### src/core/isp_pkg.sv
// Shared constants and types for the inductive sensor serial register port.
// Assumes both ends run on one 25 MHz system clock.
package isp_pkg;

   ////////////////////////////////////////////////////////////////////////
   // Device register addresses
   localparam logic [6:0] ISP_A_REV      = 7'h00;
   localparam logic [6:0] ISP_A_CFG_LO   = 7'h01;
   localparam logic [6:0] ISP_A_LOCK_HI  = 7'h05;
   localparam logic [6:0] ISP_A_UTH_LO   = 7'h06;
   localparam logic [6:0] ISP_A_UTH_HI   = 7'h07;
   localparam logic [6:0] ISP_A_LTH_LO   = 7'h08;
   localparam logic [6:0] ISP_A_LTH_HI   = 7'h09;
   localparam logic [6:0] ISP_A_IRQ_CFG  = 7'h0A;
   localparam logic [6:0] ISP_A_PWR      = 7'h0B;
   localparam logic [6:0] ISP_A_STAT     = 7'h20;
   localparam logic [6:0] ISP_A_PROX_LO  = 7'h21;
   localparam logic [6:0] ISP_A_PROX_HI  = 7'h22;
   localparam logic [6:0] ISP_A_FREQ_LO  = 7'h23;
   localparam logic [6:0] ISP_A_FREQ_MID = 7'h24;
   localparam logic [6:0] ISP_A_FREQ_HI  = 7'h25;
   localparam logic [6:0] ISP_A_TB_CFG   = 7'h05;

   // Reset values of the writable registers 0x0B down to 0x01
   localparam logic [11:1][7:0] ISP_CFG_RST = {
      8'h00, 8'h00, 8'h00, 8'h00, 8'hFF, 8'hFF,
      8'h01, 8'h1B, 8'h45, 8'h14, 8'h0E};

   ////////////////////////////////////////////////////////////////////////
   // Field positions
   localparam int ISP_RW_BIT      = 7;
   localparam int ISP_PWR_BIT     = 0;
   localparam int ISP_TBPD_BIT    = 0;
   localparam int ISP_ST_OSC_BIT  = 7;
   localparam int ISP_ST_DATA_READY_MODE_BIT = 6;
   localparam int ISP_ST_WAKE_BIT = 5;
   localparam int ISP_ST_CMP_BIT  = 4;

   // Interrupt pin function codes in bits 2:0 of the pin config register
   typedef enum logic [2:0] {
      ISP_IRQ_DATA_READY_MODE = 3'h0,
      ISP_IRQ_WAKE = 3'h1,
      ISP_IRQ_CMP  = 3'h2
   } isp_irq_e;

   ////////////////////////////////////////////////////////////////////////
   // Host command port map
   localparam logic [7:0] ISP_H_INSTR = 8'h00;
   localparam logic [7:0] ISP_H_CTRL  = 8'h01;
   localparam logic [7:0] ISP_H_STAT  = 8'h02;
   localparam logic [7:0] ISP_H_BUF   = 8'h08;
   localparam logic [3:0] ISP_H_MAXN  = 4'h8;

   // Serial clock timing: half period from the system clock period
   localparam int ISP_MCLK_NS      = 40;
   localparam int ISP_SCLK_HALF_NS = 320;
   localparam logic [3:0] ISP_HALF_CYC =
      4'(ISP_SCLK_HALF_NS / ISP_MCLK_NS);

   typedef enum logic [2:0] {
      ISP_H_IDLE  = 3'h0,
      ISP_H_LOW   = 3'h1,
      ISP_H_HIGH  = 3'h2,
      ISP_H_TAIL  = 3'h3
   } isp_hstate_e;

endpackage : isp_pkg

### src/core/isp_spi_if.sv
// Four-wire serial link plus interrupt line between host and sensor.
// Assumes the bench joins one device end and one host end through it.
interface isp_spi_if;
   logic sclk;
   logic chip_select_n;
   logic mosi;
   logic miso;
   logic miso_oe;
   logic interrupt_out_n;

   // Sensor end
   modport device (input sclk, input chip_select_n, input mosi,
                   output miso, output miso_oe, output interrupt_out_n);
   // Controller end
   modport host (output sclk, output chip_select_n, output mosi,
                 input miso, input interrupt_out_n);
endinterface : isp_spi_if

### src/core/isp_device.sv
// Sensor end: serial slave register file, result readout, interrupt pin.
// Assumes link pins are asynchronous to mclk and sclk is at least
// eight mclk periods long; results arrive with a one-cycle strobe.
//
// Contract
// - Comparator mode asserts above high, releases below low
// - Wake-up asserts above high, clears when mode off
// - Data-ready asserts on data, clears reading 0x21
// - New data during read pulses interrupt instead
// - Device is slave only, never starts transfers
// - Instruction byte: direction bit, 7-bit address, data
// - Direction 0 writes, direction 1 reads
// - Each chip select assertion restarts instruction decode
// - Launch on falling edge, capture on rising edge
// - Single write commits at 16th rising edge
// - Early chip select release discards the write
// - Held chip select auto-increments register address
// - Master holds select eight times one plus N
// - Extended read shifts next register every 8 clocks
// - Extended write stores next register every 8 clocks
// - Burst from 0x21 returns proximity then count
// - Active conversion makes 0x01 to 0x05 read-only
// - Software writes reserved bits with defaults only
// - Register 0x00 reads fixed silicon revision
module isp_device
   import isp_pkg::*;
#(
   parameter logic [7:0] REVISION_ID = 8'h5A  // Arbitrary value
)(
   input  wire logic        mclk,
   input  wire logic        reset_n,
   isp_spi_if.device        link,
   input  wire logic        new_data,
   input  wire logic [15:0] proximity,
   input  wire logic [23:0] freq_count,
   input  wire logic        osc_stalled,
   output logic             active_conversion,
   output logic             timebase_powerdown
);

   ////////////////////////////////////////////////////////////////////////
   // State
   typedef struct packed {
      logic [2:0]       sclk_s;    // [0] first sync stage, [2] history
      logic [2:0]       cs_s;
      logic [1:0]       mosi_s;
      logic [2:0]       cnt;       // Bit within current byte
      logic             instr_done;
      logic             rd;
      logic [6:0]       addr;
      logic [7:0]       shin;
      logic [7:0]       shout;
      logic             miso;
      logic             miso_oe;
      logic             irq_n;
      logic [11:1][7:0] cfg;
      logic             data_ready_mode;
      logic             cmp;
      logic             wake;
      logic             osc;
      logic [15:0]      prox;
      logic [23:0]      freq;
   } isp_dev_s;

   isp_dev_s q, d;

   logic       sclk_rise;
   logic       sclk_fall;
   logic       cs_act;
   logic       cs_start;
   logic [7:0] byte_in;
   logic [7:0] status;
   logic [2:0] mode;
   logic       rd_busy;
   logic       pulse;
   logic [6:0] nxt_addr;
   logic [15:0] up_th;
   logic [15:0] lo_th;

   ////////////////////////////////////////////////////////////////////////
   // Read data selection for one register address
   function automatic logic [7:0] rd_byte(input isp_dev_s s,
                                          input logic [6:0] a,
                                          input logic [7:0] st);
      logic [7:0] r;
      r = 8'h00;
      if (a == ISP_A_REV) begin
         r = REVISION_ID;
      end else if (a >= ISP_A_CFG_LO && a <= ISP_A_PWR) begin
         r = s.cfg[a[3:0]];
      end else begin
         case (a)
            ISP_A_STAT:     r = st;
            ISP_A_PROX_LO:  r = s.prox[7:0];
            ISP_A_PROX_HI:  r = s.prox[15:8];
            ISP_A_FREQ_LO:  r = s.freq[7:0];
            ISP_A_FREQ_MID: r = s.freq[15:8];
            ISP_A_FREQ_HI:  r = s.freq[23:16];
            default:        r = 8'h00;
         endcase
      end
      return r;
   endfunction : rd_byte

   ////////////////////////////////////////////////////////////////////////
   // Edge detection on synchronised pins, status and thresholds
   assign sclk_rise = q.sclk_s[1] & ~q.sclk_s[2];
   assign sclk_fall = ~q.sclk_s[1] & q.sclk_s[2];
   assign cs_act    = ~q.cs_s[1];
   assign cs_start  = ~q.cs_s[1] & q.cs_s[2];
   assign byte_in   = {q.shin[6:0], q.mosi_s[1]};
   assign mode      = q.cfg[ISP_A_IRQ_CFG[3:0]][2:0];
   assign rd_busy   = cs_act & q.instr_done & q.rd;
   assign nxt_addr  = 7'(q.addr + 7'h01);
   assign up_th     = {q.cfg[ISP_A_UTH_HI[3:0]], q.cfg[ISP_A_UTH_LO[3:0]]};
   assign lo_th     = {q.cfg[ISP_A_LTH_HI[3:0]], q.cfg[ISP_A_LTH_LO[3:0]]};
   assign status    = {q.osc, ~q.data_ready_mode, q.wake, q.cmp, 4'h0};
   assign pulse     = new_data & rd_busy & (mode == ISP_IRQ_DATA_READY_MODE);

   ////////////////////////////////////////////////////////////////////////
   // Next state
   always_comb begin
      d = q;
      // Two-stage synchronisers, third stage only for edge history
      d.sclk_s = {q.sclk_s[1:0], link.sclk};
      d.cs_s   = {q.cs_s[1:0], link.chip_select_n};
      d.mosi_s = {q.mosi_s[0], link.mosi};
      d.osc    = osc_stalled;

      // Fresh access on every chip select assertion
      if (cs_start) begin
         d.cnt        = 3'h0;
         d.instr_done = 1'b0;
         d.rd         = 1'b0;
      end else if (cs_act && sclk_rise) begin
         d.shin = byte_in;
         d.cnt  = 3'(q.cnt + 3'h1);
         if (q.cnt == 3'h7) begin
            if (!q.instr_done) begin
               // Instruction byte complete
               d.instr_done = 1'b1;
               d.rd         = byte_in[ISP_RW_BIT];
               d.addr       = byte_in[6:0];
               d.shout      = rd_byte(q, byte_in[6:0], status);
            end else if (q.rd) begin
               // Next register for an extended read
               d.addr  = nxt_addr;
               d.shout = rd_byte(q, nxt_addr, status);
            end else begin
               // Data byte complete: commit, then advance
               if (q.addr >= ISP_A_CFG_LO && q.addr <= ISP_A_PWR &&
                   !(q.cfg[ISP_A_PWR[3:0]][ISP_PWR_BIT] &&
                     q.addr <= ISP_A_LOCK_HI)) begin
                  d.cfg[q.addr[3:0]] = byte_in;
               end
               d.addr = nxt_addr;
            end
         end
      end

      // Output bits launched on the falling edge, only while reading
      if (!cs_act) begin
         d.miso_oe = 1'b0;
         d.miso    = 1'b0;
      end else if (sclk_fall && q.instr_done && q.rd) begin
         d.miso_oe = 1'b1;
         d.miso    = q.shout[3'h7 - q.cnt];
      end

      // Result capture and data-ready flag
      if (new_data) begin
         d.prox = proximity;
         d.freq = freq_count;
         if (proximity > up_th) begin
            d.cmp = 1'b1;
         end else if (proximity < lo_th) begin
            d.cmp = 1'b0;
         end
      end
      // Reading 0x21 clears, but a fresh result wins over the clear
      if (cs_act && sclk_rise && q.cnt == 3'h7 && !q.instr_done &&
          byte_in[ISP_RW_BIT] && byte_in[6:0] == ISP_A_PROX_LO) begin
         d.data_ready_mode = 1'b0;
      end
      if (new_data && !pulse) begin
         d.data_ready_mode = 1'b1;
      end

      // Wake-up latch holds until the mode is switched away
      if (mode != ISP_IRQ_WAKE) begin
         d.wake = 1'b0;
      end else if (new_data && proximity > up_th) begin
         d.wake = 1'b1;
      end

      // Pin level per selected function
      case (mode)
         ISP_IRQ_DATA_READY_MODE: d.irq_n = ~(d.data_ready_mode | pulse);
         ISP_IRQ_WAKE: d.irq_n = ~d.wake;
         ISP_IRQ_CMP:  d.irq_n = ~d.cmp;
         default:      d.irq_n = 1'b1;
      endcase
   end

   ////////////////////////////////////////////////////////////////////////
   // State register
   always_ff @(posedge mclk) begin
      if (!reset_n) begin
         q            <= '0;
         q.sclk_s     <= 3'h0;
         q.cs_s       <= 3'h7;
         q.irq_n      <= 1'b1;
         q.cfg        <= ISP_CFG_RST;
      end else begin
         q <= d;
      end
   end

   ////////////////////////////////////////////////////////////////////////
   // Outputs straight from state
   assign link.miso          = q.miso;
   assign link.miso_oe       = q.miso_oe;
   assign link.interrupt_out_n = q.irq_n;
   assign active_conversion  = q.cfg[ISP_A_PWR[3:0]][ISP_PWR_BIT];
   assign timebase_powerdown = q.cfg[ISP_A_TB_CFG[3:0]][ISP_TBPD_BIT];

endmodule : isp_device

### src/flat_wrapper.sv
// flat-port wrapper written by rule: the top's interface ports become plain ports
module isp_device_flat import isp_pkg::*;
#(
   parameter logic [7:0] REVISION_ID = 8'h5A                    
)
  (mclk, reset_n, new_data, proximity, freq_count, osc_stalled, active_conversion, timebase_powerdown, link_sclk, link_chip_select_n, link_mosi, link_miso, link_miso_oe, link_interrupt_out_n);
  isp_spi_if link_i ();
  input  wire logic mclk;
  input  wire logic reset_n;
  input  wire logic new_data;
  input  wire logic [15:0] proximity;
  input  wire logic [23:0] freq_count;
  input  wire logic osc_stalled;
  output logic active_conversion;
  output logic timebase_powerdown;
  input wire logic [$bits(link_i.sclk)-1:0] link_sclk;
  input wire logic [$bits(link_i.chip_select_n)-1:0] link_chip_select_n;
  input wire logic [$bits(link_i.mosi)-1:0] link_mosi;
  output wire logic [$bits(link_i.miso)-1:0] link_miso;
  output wire logic [$bits(link_i.miso_oe)-1:0] link_miso_oe;
  output wire logic [$bits(link_i.interrupt_out_n)-1:0] link_interrupt_out_n;
  assign link_i.sclk = link_sclk;
  assign link_i.chip_select_n = link_chip_select_n;
  assign link_i.mosi = link_mosi;
  assign link_miso = link_i.miso;
  assign link_miso_oe = link_i.miso_oe;
  assign link_interrupt_out_n = link_i.interrupt_out_n;
  isp_device #(.REVISION_ID(REVISION_ID)) u_core (.mclk(mclk), .reset_n(reset_n), .link(link_i), .new_data(new_data), .proximity(proximity), .freq_count(freq_count), .osc_stalled(osc_stalled), .active_conversion(active_conversion), .timebase_powerdown(timebase_powerdown));
endmodule
### config.mk
export PLATFORM = sky130hd
export DESIGN_NAME = isp_device_flat
export DESIGN_NICKNAME = d
export VERILOG_FILES = /design/src/core/isp_pkg.sv /design/src/core/isp_spi_if.sv /design/src/core/isp_device.sv /design/src/flat_wrapper.sv
export SDC_FILE = /design/constraint.sdc
export NUM_CORES = 1
export LEC_CHECK = 0
export BUFFER_PORTS_ARGS = -buffer_cell sky130_fd_sc_hd__buf_2
export CAP_MARGIN = 20
export CORE_ASPECT_RATIO = 1.5
export CORE_MARGIN = 2
export CORE_UTILIZATION = 37
export DETAILED_ROUTE_END_ITERATION = 6
export SYNTH_ARGS = -nofsm -noshare
export SYNTH_HDL_FRONTEND = slang
export SYNTH_SLANG_ARGS = --single-unit
### constraint.sdc
create_clock -name mclk -period 2.9 [get_ports mclk]
set_input_delay 0.29 -clock mclk [delete_from_list [all_inputs] [get_ports mclk]]
set_output_delay 0.29 -clock mclk [all_outputs]
set_load 0.01 [all_outputs]
==> results by group <==
Status
  • Outcome: complete, no violations

Critical path
  • Endpoint arrival time on the critical path: 3.09 ns
  • Kind of end point of the critical path: flop
  • Startpoint class of the critical path: flop
  • CP Data Required Time: 3.25 ns
  • Largest driver fanout on the critical path: 15
  • CP Cell Sequence: a311oi_1 -> a31oi_4 -> buf_4 -> a21oi_2 -> nand2b_1 -> o21ai_0 -> a2111oi_0 -> buf_4 -> o21ai_1
  • Setup Crit Path Kind: reg2reg
  • Slowest stage delay, CP: 0.71 ns
  • Crit path top cell by count: sky130_fd_sc_hd__buf_4
  • CP max-delay cell: sky130_fd_sc_hd__dfxtp_1

Yosys
  • Yosys cell types: 80
  • Share of synthesized area occupied by flip-flops and latches: 35.0%
  • Netlist area before placement: 0.00972 mm2
  • Number of flip-flops and latches in the synthesized netlist: 170
  • Synth Area in XOR/XNOR: 0.361%
  • Number of enable flip-flop cells after synthesis: 0
  • Mapped Avg Cell Area: 8.82 um2
  • Synth Area in Simple Gates: 20.4%
  • Area fraction in compound gates after synthesis: 14.3%
  • Post-synthesis share of cell area spent on full adders, half adders and majority gates: 4.89%
  • Multiplexer fraction of the synthesized cell area: 19.5%
  • Top_reg_cell synth: sky130_fd_sc_hd__dfxtp_1
  • Mapped Cells: 1,102
  • Dominant combinational cell family by area after synthesis: simple AND/OR/NAND/NOR gates
  • Post-synthesis net count: 1,187
  • Post-synthesis async set-or-reset flop share: 0%
  • Count of warnings emitted by yosys: 0

Power
  • Power Density: 467 mW/mm2
  • Leakage power of the design: 4.62 nW
  • Worst vdd ir: 0.443 mV

Timing
  • Share of the clock period used by the worst path after layout: 94.5%
  • Transition time at the pin with the least slew margin: 0.892 ns
  • Post-Route Skew: 0.00957 ns
  • Max Clk Rate: 365 MHz
  • Hold violation total from the final report: 0
  • Final worst path period need: 2.74 ns
  • RSZ-0062 raised after global routing: no
  • Worst slew slack as a fraction of its limit: 40.0%
  • Final count of pins violating max slew: 0
  • Setup-failing EPs final: 0
  • Summed negative setup slack over all endpoints: 0 ns

Flow run
  • Count of maximum capacitance violations: 0

Clock tree
  • Clock insertion delay at the later pin of the skew report: 0.45 ns
  • CTS root buf: sky130_fd_sc_hd__clkbuf_16
  • Maximum clock insertion buffer count: 2
  • H-tree level count: 4
  • CTS tree: built
  • CTS Sinks: 170
  • Total CTS buffers: 17
  • Clock transition at the registers of the reported paths: 0.07 ns
  • Setup bufs post-CTS: 0

GRT
  • Initial antenna violation count: 0
  • Grt met1 use: 28.7%
  • Most heavily used metal layer in global routing: met2
  • Global-route wire length before repair: 52,400 um
  • Global Route Usage Sum: 25.6%
  • Pin count of the biggest net entering global routing: 115
  • Residual overflow from global routing: 0
  • M3 GR Usage: 3.67%
  • Vias in the first global route: 8,567
  • Global-route met2 utilization: 43.9%

Worst hold path
  • Path class of the lowest-slack min-delay path: in2reg

Placement
  • Count of port buffers added during placement: 51
  • # placed instances: 1,469
  • Last weighted congestion value of the routability-driven placer: 1.00
  • Half-perimeter wire length of the detailed placement result: 25,900 um

Floorplanning
  • CORE AREA: 0.0258 mm2
  • Die footprint: 0.0276 mm2
  • Number of rows in the core area: 72
  • I/O pin count: 52
  • Die W: 136 um
  • Height of the die: 202 um
  • Effective utilization at floorplan: 37.7%

Cells and area
  • Sequential Area: 0.00341 mm2
  • Proportion of layout cells with a drive suffix above 1: 19.1%
  • Area Overhead vs Synth: 15.6%
  • Final Non-Filler Cells: 1,499
  • Fillcell total: 2,588
  • Antenna cells: 0
  • Total Nets Final: 1,240
  • Area used by multi-input combinational logic: 0.00579 mm2

Drt
  • Average via count per standard cell: 5.88
  • Total wire length: 34,600 um
  • Post-detailed-route wirelength per cell: 23.1 um
  • First-pass DRT Iterations: 6
  • Number of DRC violations after detailed-routing iteration 0: 839
  • Via count: 8,813
  • DRC violation count after routing: 0
  • ANT nets after route: 0
==> state kept, by name, indices dropped and copies added, names as in the netlist, 3 cells and up <==
signal / flops
u_core.byte_in: 8
u_core.d: 5
u_core.q: 133
u_core.lo_th: 16
u_core.mode: 3
==> metal layers <==
metal | wire (um) | up-vias | share of wire, %
met5 | 0 | - | 0
met4 | 2400 | 0 | 6.9
met3 | 1670 | 94 | 4.8
met2 | 17500 | 319 | 51
met1 | 13000 | 4312 | 38
li1 | - | 4088 | -
==> placed cells by master (no fill, tap or decap), types with 36 or more instances in the layout <==
master	n
sky130_fd_sc_hd__a21oi_1	66
sky130_fd_sc_hd__buf_2	51
sky130_fd_sc_hd__buf_4	62
sky130_fd_sc_hd__dfxtp_1	168
sky130_fd_sc_hd__ha_1	36
sky130_fd_sc_hd__inv_1	44
sky130_fd_sc_hd__mux2i_1	89
sky130_fd_sc_hd__mux4_2	37
sky130_fd_sc_hd__nand2_1	120
sky130_fd_sc_hd__nand3_1	100
sky130_fd_sc_hd__nor2_1	116
==> repair_timing <==
| item | 4_1_cts | 5_1_grt |
|---|---|---|
| hold buffers | 0 | 0 |
| setup endpoints to repair | 0 | 5 |
| gates resized for setup | 0 | 4 |
==> cell usage after synthesis (all sizes together), types with 6 or more instances <==
library cell | instances | area share [%]
ha | 38 | 4.9
mux2 | 15 | 1.7
dfxtp | 170 | 35
o21ai | 21 | 1.1
a311oi | 10 | 0.90
nor3 | 18 | 1.0
and2 | 7 | 0.45
nor2 | 117 | 4.5
o22ai | 7 | 0.45
nor2b | 12 | 0.77
nand2 | 121 | 4.7
inv | 44 | 1.7
mux4 | 37 | 8.6
buf | 33 | 1.8
mux2i | 89 | 9.2
clkbuf | 51 | 2.0
nand4 | 9 | 0.58
a21oi | 67 | 3.5
or3 | 6 | 0.44
nand2b | 12 | 0.80
a22oi | 24 | 1.9
nand3 | 100 | 5.2
==> report_power, final <==
group	internal (mW)	total, mW	switching, mW
registers	2.38	2.43	0.0538
logic	0.123	0.279	0.155
clock network	1.54	2.54	0.994
total	4.04	5.25	1.20
==> area by class of cell <==
cell class              count  share of cell area (%)
clock buffers              19                    3.94
repair buffers            118                    7.23
flip-flops and latches    170                    30.3
well taps                 333                    3.71
clock inverters            11                    1.73
inverters                  45                    1.51
multi-input cells         803                    51.6
==> path summary, 6_finish.rpt <==
| path | end | depth (start not counted) | slack, ns | start |
|---|---|---|---|---|
| setup / recovery | u_core.q[136]$_SDFFE_PN0P_ | 9 | 0.16 | u_core.q[153]$_SDFFE_PN0P_ |
| hold / removal | u_core.d[166]$_SDFF_PN1_ | 2 | 0.02 | link_chip_select_n |
| setup reg to reg | u_core.q[136]$_SDFFE_PN0P_ | 9 | 0.16 | u_core.q[153]$_SDFFE_PN0P_ |
| hold reg to reg | u_core.d[167]$_SDFF_PN1_ | 1 | 0.41 | u_core.d[166]$_SDFF_PN1_ |
==> worst max-delay path: cells and delay by family, from the launching register on <==
kind	cells	cell delay [ns]
AND/OR/NAND/NOR	1	0.29
AO/OA/AOI/OAI	6	1.25
flip-flops	1	0.71
buffers and inverters	2	0.39
==> cell families after synthesis <==
kind of cell | Yosys count
multiplexers | 141
buffers and inverters | 129
AO/OA/AOI/OAI | 195
XOR/XNOR | 4
AND/OR/NAND/NOR | 425
adder cells (fa/ha/maj) | 38
flip-flops | 170
==> stage by stage <==
stage	hold WS, ns	instance area (um2)	power (mW)	setup slack (ns)	utilization (%)
after floorplan	0.363	9720	2.62	0.0867	-
after global placement	0.394	10600	2.75	0.0533	41.1
after detailed placement	0.392	10600	2.76	0.0365	41.1
after CTS	0.00370	11200	5.28	0.0135	43.5
after global routing	0.0264	11200	5.39	0.0310	43.6
final	0.0153	11200	5.25	0.160	43.6
Note: power is estimated with default switching activity, not from simulation.
